### config.mk
export PLATFORM = sky130hd
export DESIGN_NAME = fdio_window
export DESIGN_NICKNAME = d
export VERILOG_FILES = /design/src/hw/fdio_pkg.sv /design/src/hw/fdio_apb.sv /design/src/hw/fdio_fifo.sv /design/src/hw/fdio_window.sv
export VERILOG_INCLUDE_DIRS = /design/src /design/src/hw
export SDC_FILE = /design/constraint.sdc
export NUM_CORES = 1
export LEC_CHECK = 0
export ABC_AREA = 0
export BUFFER_PORTS_ARGS = -buffer_cell sky130_fd_sc_hd__buf_4
export CAP_MARGIN = 30
export CORE_ASPECT_RATIO = 2
export CORE_MARGIN = 5
export CORE_UTILIZATION = 55
export CTS_BUF_LIST = sky130_fd_sc_hd__clkbuf_8
export DETAILED_ROUTE_END_ITERATION = 8
export PLACE_DENSITY = 0.78
export SLEW_MARGIN = 20
export SYNTH_ARGS = -nofsm -noshare
export SYNTH_HDL_FRONTEND = slang
export SYNTH_SLANG_ARGS = --single-unit
export TNS_END_PERCENT = 5
### constraint.sdc
create_clock -name CLOCK -period 8.54 [get_ports CLOCK]
set_clock_uncertainty 0.05 [all_clocks]
set_input_delay 0.427 -clock CLOCK [delete_from_list [all_inputs] [get_ports CLOCK]]
set_output_delay 0.427 -clock CLOCK [all_outputs]
set_load 0.03 [all_outputs]
### src/hw/fdio_params.svh
// Offsets, field positions, reset values and sizes for the field 1 image window block.
// Included by the design files; definitions only.
`ifndef FDIO_PARAMS_SVH
`define FDIO_PARAMS_SVH
`define FDIO_OFF_IMAGE_OFFSET 12'h000
`define FDIO_OFF_VBLANK_END 12'h004
`define FDIO_OFF_IMAGE_SIZE 12'h008
`define FDIO_OFF_FRAME_WIDTH 12'h00C
`define FDIO_OFF_CONTROL 12'h010
`define FDIO_OFF_STATUS 12'h014
`define FDIO_NV_BIT 31
`define FDIO_NH_BIT 15
`define FDIO_VOFF_MSB 27
`define FDIO_VOFF_LSB 16
`define FDIO_HOFF_MSB 11
`define FDIO_HOFF_LSB 0
`define FDIO_IMAGE_OFFSET_MASK 32'h8FFF8FFF
`define FDIO_PAIR_MASK 32'h0FFF0FFF
`define FDIO_RESET_WORD 32'h00000000
`define FDIO_RESET_WIDTH 12'h5A0
`define FDIO_DEFAULT_PIXEL 16'h1080
`define FDIO_FIFO_DEPTH 16
`define FDIO_PIX_W 16
`endif

### src/hw/fdio_pkg.sv
// Types shared by the field 1 image window block.
// Assumes fdio_params.svh for all numeric constants.
package fdio_pkg;
	typedef enum logic [1:0] {
		FDIO_MODE_RAW = 2'b00,
		FDIO_MODE_BT656 = 2'b01,
		FDIO_MODE_YC = 2'b10
	} fdio_mode_t;
	typedef enum logic [1:0] {
		FDIO_ST_WAIT = 2'b00,
		FDIO_ST_IMAGE = 2'b01,
		FDIO_ST_DONE = 2'b10
	} fdio_state_t;
endpackage

### src/hw/fdio_apb.sv
// APB slave register file for the image window block.
// Assumes zero-wait access: pready is high in every access phase.
`include "fdio_params.svh"
module fdio_apb
	import fdio_pkg::*;
(
	input wire logic clk,
	input wire logic rst,
	input wire logic psel,
	input wire logic penable,
	input wire logic pwrite,
	input wire logic [11:0] paddr,
	input wire logic [31:0] pwdata,
	output logic [31:0] prdata,
	output logic pready,
	output logic pslverr,
	input wire logic [31:0] status_word,
	output logic [31:0] image_offset,
	output logic [31:0] vblank_end,
	output logic [31:0] image_size,
	output logic [11:0] frame_width,
	output logic [1:0] mode,
	output logic enable
);
	logic wr;
	logic hit;
	assign wr = psel && penable && pwrite;
	assign pready = 1'b1;
	always_comb begin
		hit = 1'b1;
		prdata = 32'h00000000;
		case (paddr)
			`FDIO_OFF_IMAGE_OFFSET: prdata = image_offset;
			`FDIO_OFF_VBLANK_END: prdata = vblank_end;
			`FDIO_OFF_IMAGE_SIZE: prdata = image_size;
			`FDIO_OFF_FRAME_WIDTH: prdata = {20'h00000, frame_width};
			`FDIO_OFF_CONTROL: prdata = {29'h00000000, enable, mode};
			`FDIO_OFF_STATUS: prdata = status_word;
			default: hit = 1'b0;
		endcase
	end
	assign pslverr = psel && penable && !hit;
	always_ff @(posedge clk) begin
		if (rst) begin
			image_offset <= `FDIO_RESET_WORD;
			vblank_end <= `FDIO_RESET_WORD;
			image_size <= `FDIO_RESET_WORD;
			frame_width <= `FDIO_RESET_WIDTH;
			mode <= 2'h0;
			enable <= 1'b0;
		end else if (wr) begin
			case (paddr)
				`FDIO_OFF_IMAGE_OFFSET: image_offset <= pwdata & `FDIO_IMAGE_OFFSET_MASK;
				`FDIO_OFF_VBLANK_END: vblank_end <= pwdata & `FDIO_PAIR_MASK;
				`FDIO_OFF_IMAGE_SIZE: image_size <= pwdata & `FDIO_PAIR_MASK;
				`FDIO_OFF_FRAME_WIDTH: frame_width <= pwdata[11:0];
				`FDIO_OFF_CONTROL: begin
					mode <= pwdata[1:0];
					enable <= pwdata[2];
				end
				default: ;
			endcase
		end
	end
endmodule

### src/hw/fdio_fifo.sv
// Synchronous FIFO with valid/ready on both sides.
// Assumes one clock and a synchronous active-high reset.
module fdio_fifo #(
	parameter int WIDTH = 16,
	parameter int DEPTH = 16
) (
	input wire logic clk,
	input wire logic rst,
	input wire logic [WIDTH-1:0] in_data,
	input wire logic in_valid,
	output logic in_ready,
	output logic [WIDTH-1:0] out_data,
	output logic out_valid,
	input wire logic out_ready
);
	localparam int AW = $clog2(DEPTH);
	logic [WIDTH-1:0] mem [DEPTH];
	logic [AW-1:0] wr_ptr;
	logic [AW-1:0] rd_ptr;
	logic [AW:0] count;
	logic push;
	logic pop;
	assign in_ready = (count != (AW+1)'(DEPTH));
	assign out_valid = (count != '0);
	assign out_data = mem[rd_ptr];
	assign push = in_valid && in_ready;
	assign pop = out_valid && out_ready;
	always_ff @(posedge clk) begin
		if (rst) begin
			wr_ptr <= '0;
			rd_ptr <= '0;
			count <= '0;
		end else begin
			if (push) begin
				wr_ptr <= wr_ptr + AW'(1);
			end
			if (pop) begin
				rd_ptr <= rd_ptr + AW'(1);
			end
			count <= count + (AW+1)'(push) - (AW+1)'(pop);
		end
	end
	always_ff @(posedge clk) begin
		if (push) begin
			mem[wr_ptr] <= in_data;
		end
	end
endmodule

### src/hw/fdio_window.sv
// Field 1 image window placement: image line/pixel counters, FIFO drain, output pixel.
// Assumes frame counters and field/active flags from the display timing logic, same clock.
//
// Operation
// - Positive vertical: line counter 1 at end+offset
// - Negative vertical: line counter 1 at end-offset
// - Image pixels only from image line one
// - Pixel counter cleared at line image start
// - Take FIFO pixels from horizontal offset point
// - Negative horizontal: restart at frame width minus offset
// - Default values before horizontal offset point
// - Horizontal offset forced even in BT.656/YC
// - Bit 31 negative vertical, ignored in raw
// - Bit 15 negative horizontal, ignored in raw
// - Reserved bits read zero, writes ignored
// - Vertical offset twelve bits at 27:16
// - Horizontal offset twelve bits at 11:0
// - Vblank end line from frame line counter
// - Stop pixels at image width, then defaults
`include "fdio_params.svh"
module fdio_window
	import fdio_pkg::*;
(
	input wire logic CLOCK,
	input wire logic RESET,
	input wire logic PSEL,
	input wire logic PENABLE,
	input wire logic PWRITE,
	input wire logic [11:0] PADDR,
	input wire logic [31:0] PWDATA,
	output logic [31:0] PRDATA,
	output logic PREADY,
	output logic PSLVERR,
	input wire logic [11:0] FRAME_LINE,
	input wire logic [11:0] FRAME_PIXEL,
	input wire logic FIELD1,
	input wire logic ACTIVE_LINE,
	input wire logic ACTIVE_PIXEL,
	input wire logic [15:0] PIXEL_IN,
	input wire logic PIXEL_IN_VALID,
	output logic PIXEL_IN_READY,
	output logic [15:0] PIXEL_OUT,
	output logic PIXEL_OUT_IMAGE,
	output logic VERTICAL_BLANK
);
	typedef struct packed {
		logic [11:0] image_line_counter;
		logic [11:0] image_pixel_counter;
		fdio_state_t state;
		logic line_run;
		logic [15:0] pixel_out;
		logic pixel_image;
		logic vblank;
		logic underrun;
	} fdio_win_t;

	fdio_win_t cur;
	fdio_win_t nxt;
	logic [31:0] image_offset;
	logic [31:0] vblank_end;
	logic [31:0] image_size;
	logic [11:0] frame_width;
	logic [1:0] mode;
	logic enable;
	logic [15:0] fifo_data;
	logic fifo_valid;
	logic fifo_pop;
	logic [31:0] status_word;

	function automatic logic [11:0] fdio_even(input logic [11:0] v, input logic force_even);
		fdio_even = force_even ? {v[11:1], 1'b0} : v;
	endfunction

	logic coded;
	logic neg_v;
	logic neg_h;
	logic [11:0] voff;
	logic [11:0] hoff;
	logic [11:0] vend;
	logic [11:0] width;
	logic [11:0] first_line;
	logic [11:0] start_pixel;
	logic start_line;

	assign coded = (mode == FDIO_MODE_BT656) || (mode == FDIO_MODE_YC);
	assign neg_v = coded && image_offset[`FDIO_NV_BIT];
	assign neg_h = coded && image_offset[`FDIO_NH_BIT];
	assign voff = image_offset[`FDIO_VOFF_MSB:`FDIO_VOFF_LSB];
	assign hoff = fdio_even(image_offset[`FDIO_HOFF_MSB:`FDIO_HOFF_LSB], coded);
	assign vend = vblank_end[27:16];
	assign width = fdio_even(image_size[11:0], coded);
	assign first_line = neg_v ? (vend - voff) : (vend + voff);
	assign start_pixel = neg_h ? (frame_width - hoff) : hoff;
	assign start_line = FIELD1 && (FRAME_LINE == first_line);
	assign status_word = {4'h0, cur.image_line_counter, 4'h0, cur.image_pixel_counter}
		| {2'b00, cur.underrun, 29'h00000000};

	fdio_apb u_apb (
		.clk(CLOCK),
		.rst(RESET),
		.psel(PSEL),
		.penable(PENABLE),
		.pwrite(PWRITE),
		.paddr(PADDR),
		.pwdata(PWDATA),
		.prdata(PRDATA),
		.pready(PREADY),
		.pslverr(PSLVERR),
		.status_word(status_word),
		.image_offset(image_offset),
		.vblank_end(vblank_end),
		.image_size(image_size),
		.frame_width(frame_width),
		.mode(mode),
		.enable(enable)
	);

	fdio_fifo #(
		.WIDTH(`FDIO_PIX_W),
		.DEPTH(`FDIO_FIFO_DEPTH)
	) u_fifo (
		.clk(CLOCK),
		.rst(RESET),
		.in_data(PIXEL_IN),
		.in_valid(PIXEL_IN_VALID),
		.in_ready(PIXEL_IN_READY),
		.out_data(fifo_data),
		.out_valid(fifo_valid),
		.out_ready(fifo_pop)
	);

	always_comb begin
		nxt = cur;
		fifo_pop = 1'b0;
		nxt.pixel_out = `FDIO_DEFAULT_PIXEL;
		nxt.pixel_image = 1'b0;
		// Vertical blank ends at the programmed line in field 1, starts again on any other inactive line
		if (FIELD1 && FRAME_LINE == vend) begin
			nxt.vblank = 1'b0;
		end else if (!ACTIVE_LINE) begin
			nxt.vblank = 1'b1;
		end
		if (!enable) begin
			nxt.state = FDIO_ST_WAIT;
			nxt.line_run = 1'b0;
		end else begin
			case (cur.state)
				FDIO_ST_WAIT: begin
					if (start_line) begin
						nxt.image_line_counter = 12'h001;
						nxt.state = FDIO_ST_IMAGE;
					end
				end
				FDIO_ST_IMAGE: begin
					if (!FIELD1) begin
						nxt.state = FDIO_ST_DONE;
						nxt.line_run = 1'b0;
					end else begin
						if (FRAME_PIXEL == start_pixel) begin
							nxt.image_pixel_counter = 12'h000;
							nxt.line_run = 1'b1;
						end
						if (cur.line_run && cur.image_pixel_counter == width) begin
							nxt.line_run = 1'b0;
						end else if (cur.line_run && (ACTIVE_PIXEL || neg_h)) begin
							fifo_pop = fifo_valid;
							nxt.pixel_out = fifo_valid ? fifo_data : `FDIO_DEFAULT_PIXEL;
							nxt.pixel_image = fifo_valid;
							nxt.underrun = cur.underrun | !fifo_valid;
							nxt.image_pixel_counter = cur.image_pixel_counter + 12'h001;
						end
						if (FRAME_PIXEL == frame_width && cur.line_run) begin
							nxt.line_run = 1'b0;
						end
						if (FRAME_PIXEL == 12'h000 && cur.image_line_counter != 12'hFFF
							&& FRAME_LINE != first_line) begin
							nxt.image_line_counter = cur.image_line_counter + 12'h001;
						end
					end
				end
				FDIO_ST_DONE: begin
					if (start_line) begin
						nxt.image_line_counter = 12'h001;
						nxt.state = FDIO_ST_IMAGE;
					end
				end
				default: nxt.state = FDIO_ST_WAIT;
			endcase
		end
	end

	always_ff @(posedge CLOCK) begin
		if (RESET) begin
			cur <= '{
				image_line_counter: 12'h000,
				image_pixel_counter: 12'h000,
				state: FDIO_ST_WAIT,
				line_run: 1'b0,
				pixel_out: `FDIO_DEFAULT_PIXEL,
				pixel_image: 1'b0,
				vblank: 1'b1,
				underrun: 1'b0
			};
		end else begin
			cur <= nxt;
		end
	end

	assign PIXEL_OUT = cur.pixel_out;
	assign PIXEL_OUT_IMAGE = cur.pixel_image;
	assign VERTICAL_BLANK = cur.vblank;
endmodule

---- Word level (Yosys, flattened, before mapping) ----
Memories as Yosys holds them, arrays and structs flattened. A register that Yosys moved wholly into a read port is not among the register bits.
Index checks and enable logic that the tools add are counted.
storage, ports and cells
  logic and storage cells ................. 124
  register bits ........................... 132
  output and inout bits ................... 53
  bits of input ports ..................... 93
  RAM bits ................................ 256
  memories ................................ 1
cells by class
  bitwise operators ....................... 8
  add/sub/neg operators ................... 9
  muxes and demuxes ....................... 29
  equal/unequal tests ..................... 23
  reductions and logical operators ........ 38
memory list
  name        depth  bits a word  read ports  clocked after Yosys merged registers in  wr ports  RTL line         RTL
  u_fifo.mem  16     16           1           1                                        1         fdio_fifo.sv:17  logic [WIDTH-1:0] mem [DEPTH];
operators with widths
  operator                 count
  $pmux W32 S6             1
  $mux W12                 7
  $eq A12 B12 Y1           5
  $or A28 B30 Y30          1
  $add A12 B1 Y12 const B  2
  $eq A12 B4 Y1 const B    2
  $eq A12 B5 Y1 const B    2
  $logic_not A12 Y1        2
  $mux W24                 1
  $pmux W12 S2             1
  $sub A12 B12 Y12         2
  $mux W1                  16
  $logic_and A1 B1 Y1      14
  $reduce_and A2 Y1        7
  $add A12 B12 Y12         1
  $eq A12 B3 Y1 const B    1
  $ne A12 B12 Y1           1
  $ne A12 B12 Y1 const B   1
  $reduce_or A6 Y1         2
  $reduce_and A5 Y1        2
  $add A4 B1 Y4 const B    2
  $reduce_or A7 Y1         1
  $ne A2 B2 Y1 const B     3
  $not A1 Y1               6
  17 further kinds         24

---- Logic depth before layout (Yosys ltp) ----
Gate-level depths: netlist of run 1.
  word-level depth ........................ 12
  gate-level depth with buffers ........... 17
  gate-level depth less buffers ........... 15

---- By module ----
A second synthesis of run 1 with hierarchy kept.
unflattened totals
  cell total of the unflattened synthesis .. 1543
  area, all modules ....................... 19688.9 um^2
by module, submodules not included
  module       times used  area each (um^2)  sequential area each (um^2)  cells each
  fdio_fifo    1           10543.9           8027.7                       503
  fdio_apb     1           4783.3            1781.7                       479
  fdio_window  1           4361.7            920.9                        561

---- Least setup slack after synthesis of run 1 ----
Ideal clock, no wire load.
  path type ............................... reg-to-reg
  start point ............................. reg u_apb.mode[1]
  end point ............................... reg cur[37] (netlist bit)
  arrival time ............................ 3462 ps
  library setup time ...................... 114 ps
  required time ........................... 8376 ps
  path buffers ............................ 1
  clock period less this slack ............ 3626 ps
  cell stages (with the launch flop) ...... 16
  slack ................................... 4914 ps
  cells stage by stage .................... dfxtp_1 xor2_2 and2_1 clkbuf_1 nor2_1 xnor2_1 ha_1 nor2b_1 o21a_1 nor2_1 xnor2_1 or4_1 nor3_1 a21oi_1 a32o_1 a21o_1
between the ends
  longest elaborated chain between the ends .. 8
  elaborated cells between the ends (all ways) .. 12
  those cells by class .................... 6 x eq/ne; 1 x mux; 5 x reduce/logical
RTL lines
  item                                                    RTL line                               RTL
  from (decl)                                             fdio_apb.sv:22                         output logic [1:0] mode,
  from (signal assigned)                                  fdio_apb.sv:58                         mode <= pwdata[1:0];
  $eq A2 B1 Y1 or $eq A2 B2 Y1 (tied branches)            fdio_window.sv:85                      assign coded = (mode == FDIO_MODE_BT656) || (mode == FDIO_MODE_YC);
  $logic_or A1 B1 Y1 *                                    fdio_window.sv:85
  $logic_and A1 B1 Y1 *                                   fdio_window.sv:86                      assign neg_v = coded && image_offset[`FDIO_NV_BIT];
  $mux W12 *                                              fdio_window.sv:92                      assign first_line = neg_v ? (vend - voff) : (vend + voff);
  $ne A12 B12 Y1 or $eq A12 B12 Y1 (tied branches)        fdio_window.sv:176, fdio_window.sv:94
  $logic_and A1 B1 Y1 (on tied branches)                  fdio_window.sv:176, fdio_window.sv:94
  $ne A2 B2 Y1 (no line) or $ne A2 B1 Y1 (tied branches)  --
  $reduce_and A5 Y1 (no line) *                           --
  to (signal assigned)                                    fdio_window.sv:194                     cur <= '{
  to (signal assigned)                                    fdio_window.sv:205                     cur <= nxt;
  to (decl)                                               fdio_window.sv:57                      fdio_win_t cur;
Mark *: on every way between the ends. The rest lies on a longest branch, timed or not.
A chain may end at the register's enable or synchronous reset.

---- Worst setup path in the final report of run 1 ----
Ends and elaborated chain as after synthesis.

==> results of run 1 <==
## worst min-delay path, delay by kind of cell
kind,cells,cell delay [ns]
buf+inv,1,0.12
compound gates,1,0.05
simple gates,1,0.05
## cells in the mapped netlist (all sizes together) (18+ instances only)
cell type / instances / share of area, %
a21oi: 121 / 3.2
mux4: 80 / 9.7
xor2: 38 / 1.8
nor2b: 27 / 0.91
nand3: 19 / 0.51
dfxtp: 148 / 16
edfxtp: 256 / 41
mux2i: 30 / 1.6
nand4: 20 / 0.67
xnor2: 63 / 3.0
nor2: 90 / 1.8
nor3: 21 / 0.62
ha: 36 / 2.4
nand2: 228 / 4.6
buf: 38 / 1.2
o21ai: 25 / 0.67
a22o: 18 / 0.85
clkbuf: 60 / 1.2
inv: 35 / 0.70
## final timing paths
check / cells after the start / from / to
max: 14 / u_apb.mode[1]$_SDFFE_PP0P_ / cur[37]$_SDFFE_PP0P_
min reg2reg: 2 / u_apb.image_size[19]$_SDFFE_PP0P_ / u_apb.image_size[19]$_SDFFE_PP0P_
min: 3 / PWDATA[18] / u_apb.image_offset[18]$_SDFFE_PP0P_
max reg2reg: 14 / u_apb.mode[1]$_SDFFE_PP0P_ / cur[37]$_SDFFE_PP0P_
## cell families after synthesis
group                      Yosys count
xor gates and xnor gates           101
and+or+nand+nor                    486
DFF                                404
adders and majority gates           39
other                                2
muxes                              114
AOI/OAI and AO/OA                  252
buffers and inverters              133
## final cells by class
| cell class | count | area (um^2) | share of cell area, % |
|---|---|---|---|
| sequential | 404 | 10700 | 50.2 |
| multi-input combinational | 998 | 7490 | 35.2 |
| timing repair buffer | 165 | 1280 | 6.02 |
| clock buffer | 58 | 798 | 3.76 |
| tap | 436 | 546 | 2.57 |
| clock inverter | 41 | 345 | 1.63 |
| inverter | 35 | 131 | 0.618 |
| antenna | 1 | 2.50 | 0.0118 |
## power groups by stage
stage	combinational [W]	sequential [W]	clock (W)
global placement	0.000249	0.00217	0
CTS	0.000261	0.00213	0.00157
global route	0.000283	0.00213	0.00166
detailed placement	0.000259	0.00217	0
floorplan	0.000149	0.00217	0
finish	0.000260	0.00213	0.00154
## sequential cells by signal (all words and copies together), names as in the netlist, 2 cells and up
signal	flops
PIXEL_OUT	16
u_fifo.wr_ptr	4
u_apb.image_size	24
u_fifo.mem	256
u_apb.frame_width	12
u_apb.image_offset	26
u_apb.mode	2
u_fifo.rd_ptr	4
u_apb.vblank_end	24
u_fifo.count	5
cur	28
## per-stage QoR
step	instances	hold slack, ns	cell area [um^2]	util, %	setup slack, ns
6_report	2138	0.0390	21200	63.4	3.96
4_1_cts	2137	0.00443	21200	63.4	3.98
3_3_place_gp	2032	0.391	20000	59.7	4.00
2_1_floorplan	1535	0.379	18700	-	4.91
3_5_place_dp	2036	0.397	20100	59.9	4.02
5_1_grt	2138	0.0223	21200	63.4	3.64
## metal layers
layer	global-route usage, %	share of wire (%)	vias up
met5	0	0	-
met4	15.2	6.4	0
met3	3.65	5.7	155
met2	49.7	56	562
met1	26.6	32	6289
li1	-	-	5871
==> results.tsv, run 1 <==
metric	value	unit
Async S/R FF share, synth	0	%
clock-pin slew on the worst setup and hold paths	0.07	ns
XOR/XNOR Fraction of Synth Area	4.78	%
I/O pin count	146	
CTS Buffer Depth	3	
crit path buf inv count	1	
DRT antenna net count	0	
layout overhead on the synthesized area	13.9	%
Hold Buf Count CTS	2	
total CTS buffers	53	
worst endpoint required time	8.97	ns
CP Cell Sequence	xor2_2 > nand2_1 > o21ai_0 > inv_1 > ha_1 > nor2b_1 > o21ai_0 > nand2b_1 > xnor2_1 > or4_1 > nor3_1 > a21oi_1 > a32o_1 > a21o_1	
Primary FF master, synth	edfxtp_1	
Critical Path Fanout Max	9	
first-pass GRT wire length	76.5	mm
Slew headroom	30.6	%
post-layout min period	4.58	ns
Max Fclk	218	MHz
Critical Path Sink Type	flop	
part of the power in combinational logic	6.6	%
leakage power	7.22	nW
clk root buf	clkbuf_8	
initial DRC count	875	
cts repair resizes	0	
Hold Path Class	primary input to flop	
via count	12877	
multiplexer share of the synthesized area	11.5	%
Crit Path Class	flop to flop	
most used cell, CP	o21ai_0	
DRT Wirelength	50.3	mm
RSZ-0062 raised after global routing	false	
Die Y	270	um
sequential element share of the synthesized area	57.1	%
setup TNS	0	ns
Mapped Area	18700	um^2
Post-Syn Instances	1531	
PwrDens	185	nW/um^2
Synth Area in Adders	2.74	%
complex-gate fraction of the synthesized area	8.69	%
CP startpoint kind	flop	
max incr delay on CP	0.64	ns
GPL Wtd Cong	0.937	
post-synthesis register bit count	404	
# Max-Cap Violations	0	
Final setup viols	0	
status	complete, no violations	
r2r setup slk	3.96	ns
largest net degree at the start of global routing	76	
core area	33500	um^2
main combinational cell family by area after synthesis	simple AND/OR/NAND/NOR gates	
DRC Markers	0	
most frequent cells in the layout	edfxtp_1 (256), nand2_1 (228), buf_4 (160), dfxtp_1 (145), a21oi_1 (121)	
slowest cell on the critical path	xor2_2	
clk sinks	404	
commonest non-fill, non-tap cell in the layout	edfxtp_1	
CP Data Arrival Time	5.01	ns
Max Slew Vio Count	0	
actual slew at the worst max-slew pin	1.04	ns
total power	0.00393	W
Synth cell types	67	
synth warn	0	
die area	37900	um^2
Int Power	0.00304	W
port bufs	133	
Hold Vio Cnt, Final	0	
Post-synth EDFFs	256	
CTS tree	built	
Fillers	2565	
DR WL/cell	23.5	um
FP Rows	95	
switching part of the total	22.7	%
dpl hpwl	35.3	mm
share of total power in the clock network	39.2	%
Final nets	1789	
Initial Util	55.6	%
Syn Area/Cell	12.2	um^2
1st-pass router iterations	5	
NetSw	0.000894	W
simple-gate share of the synthesized area	12.0	%
H-tree levels	2	
Post-CTS Setup Inserts	0	
Tcrit/Tclk final	53.7	%
GR Overflow Total	0	
part of the power in registers	54.2	%
VDD IR max	0.161	mV
Via density	6.02	
layout cells sized above 1	21.2	%
CP top delay family	simple AND/OR/NAND/NOR gates	
Global Route Usage Sum	26.2	%
Clk Latency, worst-skew pair	0.60	ns
initial antenna violation count	1	
vias in the first global route	13229	
Die X	140	um
(Power assumes the default switching activity.)
==> run 2, diff against run 1 <==
Settings changed: ABC_AREA 0 to 1.
Clock period 8.54 ns to 4.6 ns, I/O delays scaled along.
==> run 2 against run 1 <==
Compared with the run above: sequential power rose by 86%; first-iteration DRC count grew 66%; die area up 3.6%; largest cell class unchanged; cell count up 29%; largest power group unchanged; hold slack improved by 0.084 ns; total power is 82% higher.
==> results.tsv, run 2 <==
metric	value	unit	change
status	complete, no violations		unchanged
actual slew at the worst max-slew pin	0.909	ns	was 1.04 ns
DRT antenna net count	0		unchanged
Post-synth EDFFs	256		unchanged
RSZ-0062 raised after global routing	false		unchanged
leakage power	8.52	nW	was 7.22 nW
GPL Wtd Cong	0.954		was 0.937
fin area	22200	um^2	was 21200 um^2
layout cells sized above 1	13.1	%	was 21.2%
port bufs	133		unchanged
setup TNS	0	ns	unchanged
Post-Syn Instances	2108		was 1531
Clk Latency, worst-skew pair	0.62	ns	was 0.60 ns
clk sinks	404		unchanged
1st-pass router iterations	6		was 5
DRT Wirelength	55.1	mm	was 50.3 mm
Global Route Usage Sum	27.6	%	was 26.2%
Final Util	63.6	%	was 63.4%
Max Slew Vio Count	0		unchanged
CTS tree	built		unchanged
CP Data Arrival Time	4.49	ns	was 5.01 ns
Die X	143	um	was 140 um
dpl hpwl	37.8	mm	was 35.3 mm
Hold Vio Cnt, Final	0		unchanged
max incr delay on CP	0.42	ns	was 0.64 ns
total CTS buffers	54		was 53
# Max-Cap Violations	0		unchanged
Slew headroom	39.3	%	was 30.6%
most used cell, CP	nand2_1		was o21ai_0
layout overhead on the synthesized area	14.8	%	was 13.9%
r2r setup slk	0.55	ns	was 3.96 ns
Hold Path End	u_apb.image_offset[0]$_SDFFE_PP0P_		was u_apb.image_offset[18]$_SDFFE_PP0P_
CTS Buffer Depth	3		unchanged
CP startpoint kind	flop		unchanged
sequential element share of the synthesized area	55.0	%	was 57.1%
worst reg2reg startpoint	u_apb.image_offset[16]$_SDFFE_PP0P_		was u_apb.mode[1]$_SDFFE_PP0P_
Crit Path Class	flop to flop		unchanged
VDD IR max	0.238	mV	was 0.161 mV
Final setup viols	0		unchanged
Max Fclk	247	MHz	was 218 MHz
worst endpoint required time	5.04	ns	was 8.97 ns
post-layout min period	4.05	ns	was 4.58 ns
Mapped Area	19400	um^2	was 18700 um^2
core area	35000	um^2	was 33500 um^2
commonest non-fill, non-tap cell in the layout	nor2_1		was edfxtp_1
Largest regs	u_fifo.mem: 256 flops, cur: 28 flops, u_apb.image_offset: 26 flops		unchanged
largest net degree at the start of global routing	99		was 76
Primary FF master, synth	edfxtp_1		unchanged
post-synthesis register bit count	404		unchanged
I/O pin count	146		unchanged
Syn Area/Cell	9.19	um^2	was 12.2 um^2
most frequent cell after synthesis	nor2_1		was edfxtp_1
top cells by count, synth	nor2_1 (332), edfxtp_1 (256), nand2_1 (234), o21ai_0 (234), inv_1 (200)		was edfxtp_1 (256), nand2_1 (228), dfxtp_1 (148)
PwrDens	322	nW/um^2	was 185 nW/um^2
clock-pin slew on the worst setup and hold paths	0.07	ns	about the same
most frequent cells in the layout	nor2_1 (317), edfxtp_1 (256), nand2_1 (234), o21ai_0 (234), inv_1 (221)		was edfxtp_1 (256), nand2_1 (228), buf_4 (160), dfxtp_1 (145), a21oi_1 (121)
via count	16226		was 12877
top cells by area, synth	edfxtp_1 (40%), dfxtp_1 (15%), nor2_1 (6.4%), o21ai_0 (6.0%), nand2_1 (4.5%)		was edfxtp_1 (41%), dfxtp_1 (16%), mux4_2 (9.7%), nand2_1 (4.6%), a21oi_1 (3.2%)
Tcrit/Tclk final	88.0	%	was 53.7%
DR WL/cell	20.0	um	was 23.5 um
hold path start	PADDR[6]		was PWDATA[18]
DRC Markers	0		unchanged
max reg flops	256		unchanged
r2r worst-path depth	24		was 14
Critical Path Sink Type	flop		unchanged
reg-to-reg endpoint	cur[34]$_SDFFE_PP0P_		was cur[37]$_SDFFE_PP0P_
clk root buf	clkbuf_8		unchanged
final std cells w/o fill	2751		was 2138
cell taking the most area after synthesis	edfxtp_1		unchanged
Placed Cells	2603		was 2036
vias in the first global route	16323		was 13229
Hold Path Class	primary input to flop		unchanged
Yosys top cell area share	39.7	%	was 41.2%
placed inst area	20700	um^2	was 20100 um^2
synth warn	0		unchanged
initial DRC count	1450		was 875
initial antenna violation count	1		unchanged
H-tree levels	2		unchanged
Synth cell types	55		was 67
CP Cell Sequence	inv_1 > ha_1 > inv_1 > nor3_1 > inv_1 > nor3_1 > nand3_1 > o21ai_0 > xor2_1 > inv_1 > ha_1 > a21oi_1 > a21boi_0 > nand2_1 > nor2_1 > nand3_1 > nand2_2 > nand3_1 > nand2_1 > nand2_1 > nand2_1 > nand2_1 > nand2_1 > nor2_1		was xor2_2 > nand2_1 > o21ai_0 > inv_1 > ha_1 > nor2b_1 > o21ai_0 > nand2b_1 > xnor2_1 > or4_1 > nor3_1 > a21oi_1 > a32o_1 > a21o_1
GR Overflow Total	0		unchanged
Initial Util	55.4	%	was 55.6%
Die Y	275	um	was 270 um
Hold Crit Depth	6		was 3
first-pass GRT wire length	84.7	mm	was 76.5 mm
slowest cell on the critical path	nand2_1		was xor2_2
die area	39300	um^2	was 37900 um^2
Largest Register	u_fifo.mem		unchanged
Async S/R FF share, synth	0	%	unchanged
Via density	5.90		was 6.02
final hold slack	0.123	ns	was 0.0390 ns
FP Rows	97		was 95
Critical Path Fanout Max	22		was 9
Final nets	2393		was 1789
==> run 2: cell types whose count changed after synthesis, moves of 17 or more <==
cell,before,now
nor2_1,90,332
o21ai_0,22,234
inv_1,35,200
o22ai_1,3,89
mux4_2,80,0
nand3_1,19,96
xnor2_1,63,18
a211oi_1,4,42
a21oi_1,121,91
mux2i_1,30,0
nor2b_1,27,0
clkbuf_1,60,79
a22o_1,18,0
o21bai_1,1,18
==> run 2: cell type report <==
cell class | count | area (um^2)
antenna | 1 | 2.50
tap | 445 | 557
sequential | 404 | 10700
fill | 2860 | 12700
clock buffer | 59 | 812
inverter | 213 | 801
clock inverter | 41 | 272
timing repair buffer | 210 | 1730
multi-input combinational | 1378 | 7410
==> run 2: timing repair <==
item | in CTS | in global routing
gates resized for setup | 0 | 0
buffers inserted | 0 | 0
endpoints found under the hold margin | 349 | 0
hold buffers | 47 | 0
==> run 2: logic make-up (layout without fill, tap and decap cells) <==
kind of cell	after synthesis	in the layout	synth area share, %
DFF	404	404	55.0
buffers and inverters	330	523	7.07
adders and majority gates	39	39	2.64
AOI/OAI and AO/OA	540	540	16.5
and+or+nand+nor	737	737	16.2
other	2	7	0.0388
xor gates and xnor gates	56	56	2.61
==> run 2: how the worst max path moves through the flow <==
stage | start | to | slack [ns] | cells past startpoint
after floorplan | u_apb.image_offset[16]$_SDFFE_PP0P_ | cur[39]$_SDFFE_PP0P_ | 1.41 | 25
after global placement | u_apb.image_offset[16]$_SDFFE_PP0P_ | cur[35]$_SDFFE_PP0P_ | 0.77 | 24
after detailed placement | u_apb.image_offset[16]$_SDFFE_PP0P_ | cur[34]$_SDFFE_PP0P_ | 0.64 | 24
after CTS | u_apb.image_offset[16]$_SDFFE_PP0P_ | cur[34]$_SDFFE_PP0P_ | 0.63 | 24
after global routing | u_apb.image_offset[16]$_SDFFE_PP0P_ | cur[35]$_SDFFE_PP0P_ | 0.19 | 25
final | u_apb.image_offset[16]$_SDFFE_PP0P_ | cur[34]$_SDFFE_PP0P_ | 0.55 | 24
==> run 2: worst max-delay path: cells and delay by family (launching register included) <==
kind                     cells  cell delay [ns]
AND/OR/NAND/NOR             14             1.99
AO/OA/AOI/OAI                3             0.63
adder cells (fa/ha/maj)      2             0.47
flip-flops                   1             0.33
buffers and inverters        4             0.30
XOR/XNOR                     1             0.17
==> run 2: report_power, final <==
part,switching [W],total (W),internal [W]
Clock,0.00134,0.00270,0.00136
Combinational,0.000310,0.000496,0.000186
Sequential,0.0000282,0.00397,0.00394
Total,0.00168,0.00717,0.00548
==> run 2: per-stage QoR <==
step                      total power, W  setup slack, ns
after detailed placement         0.00450            0.641
final                            0.00717            0.551
after floorplan                  0.00429             1.41
after CTS                        0.00719            0.629
after global routing             0.00741            0.189
after global placement           0.00448            0.766
==> run 2: layer usage <==
metal	vias up	GRT usage [%]	part of all wire, %
met3	216	3.80	5.8
met4	0	18.3	7.2
met2	757	51.1	53
met1	7670	28.2	34
li1	7583	-	-
met5	-	0	0
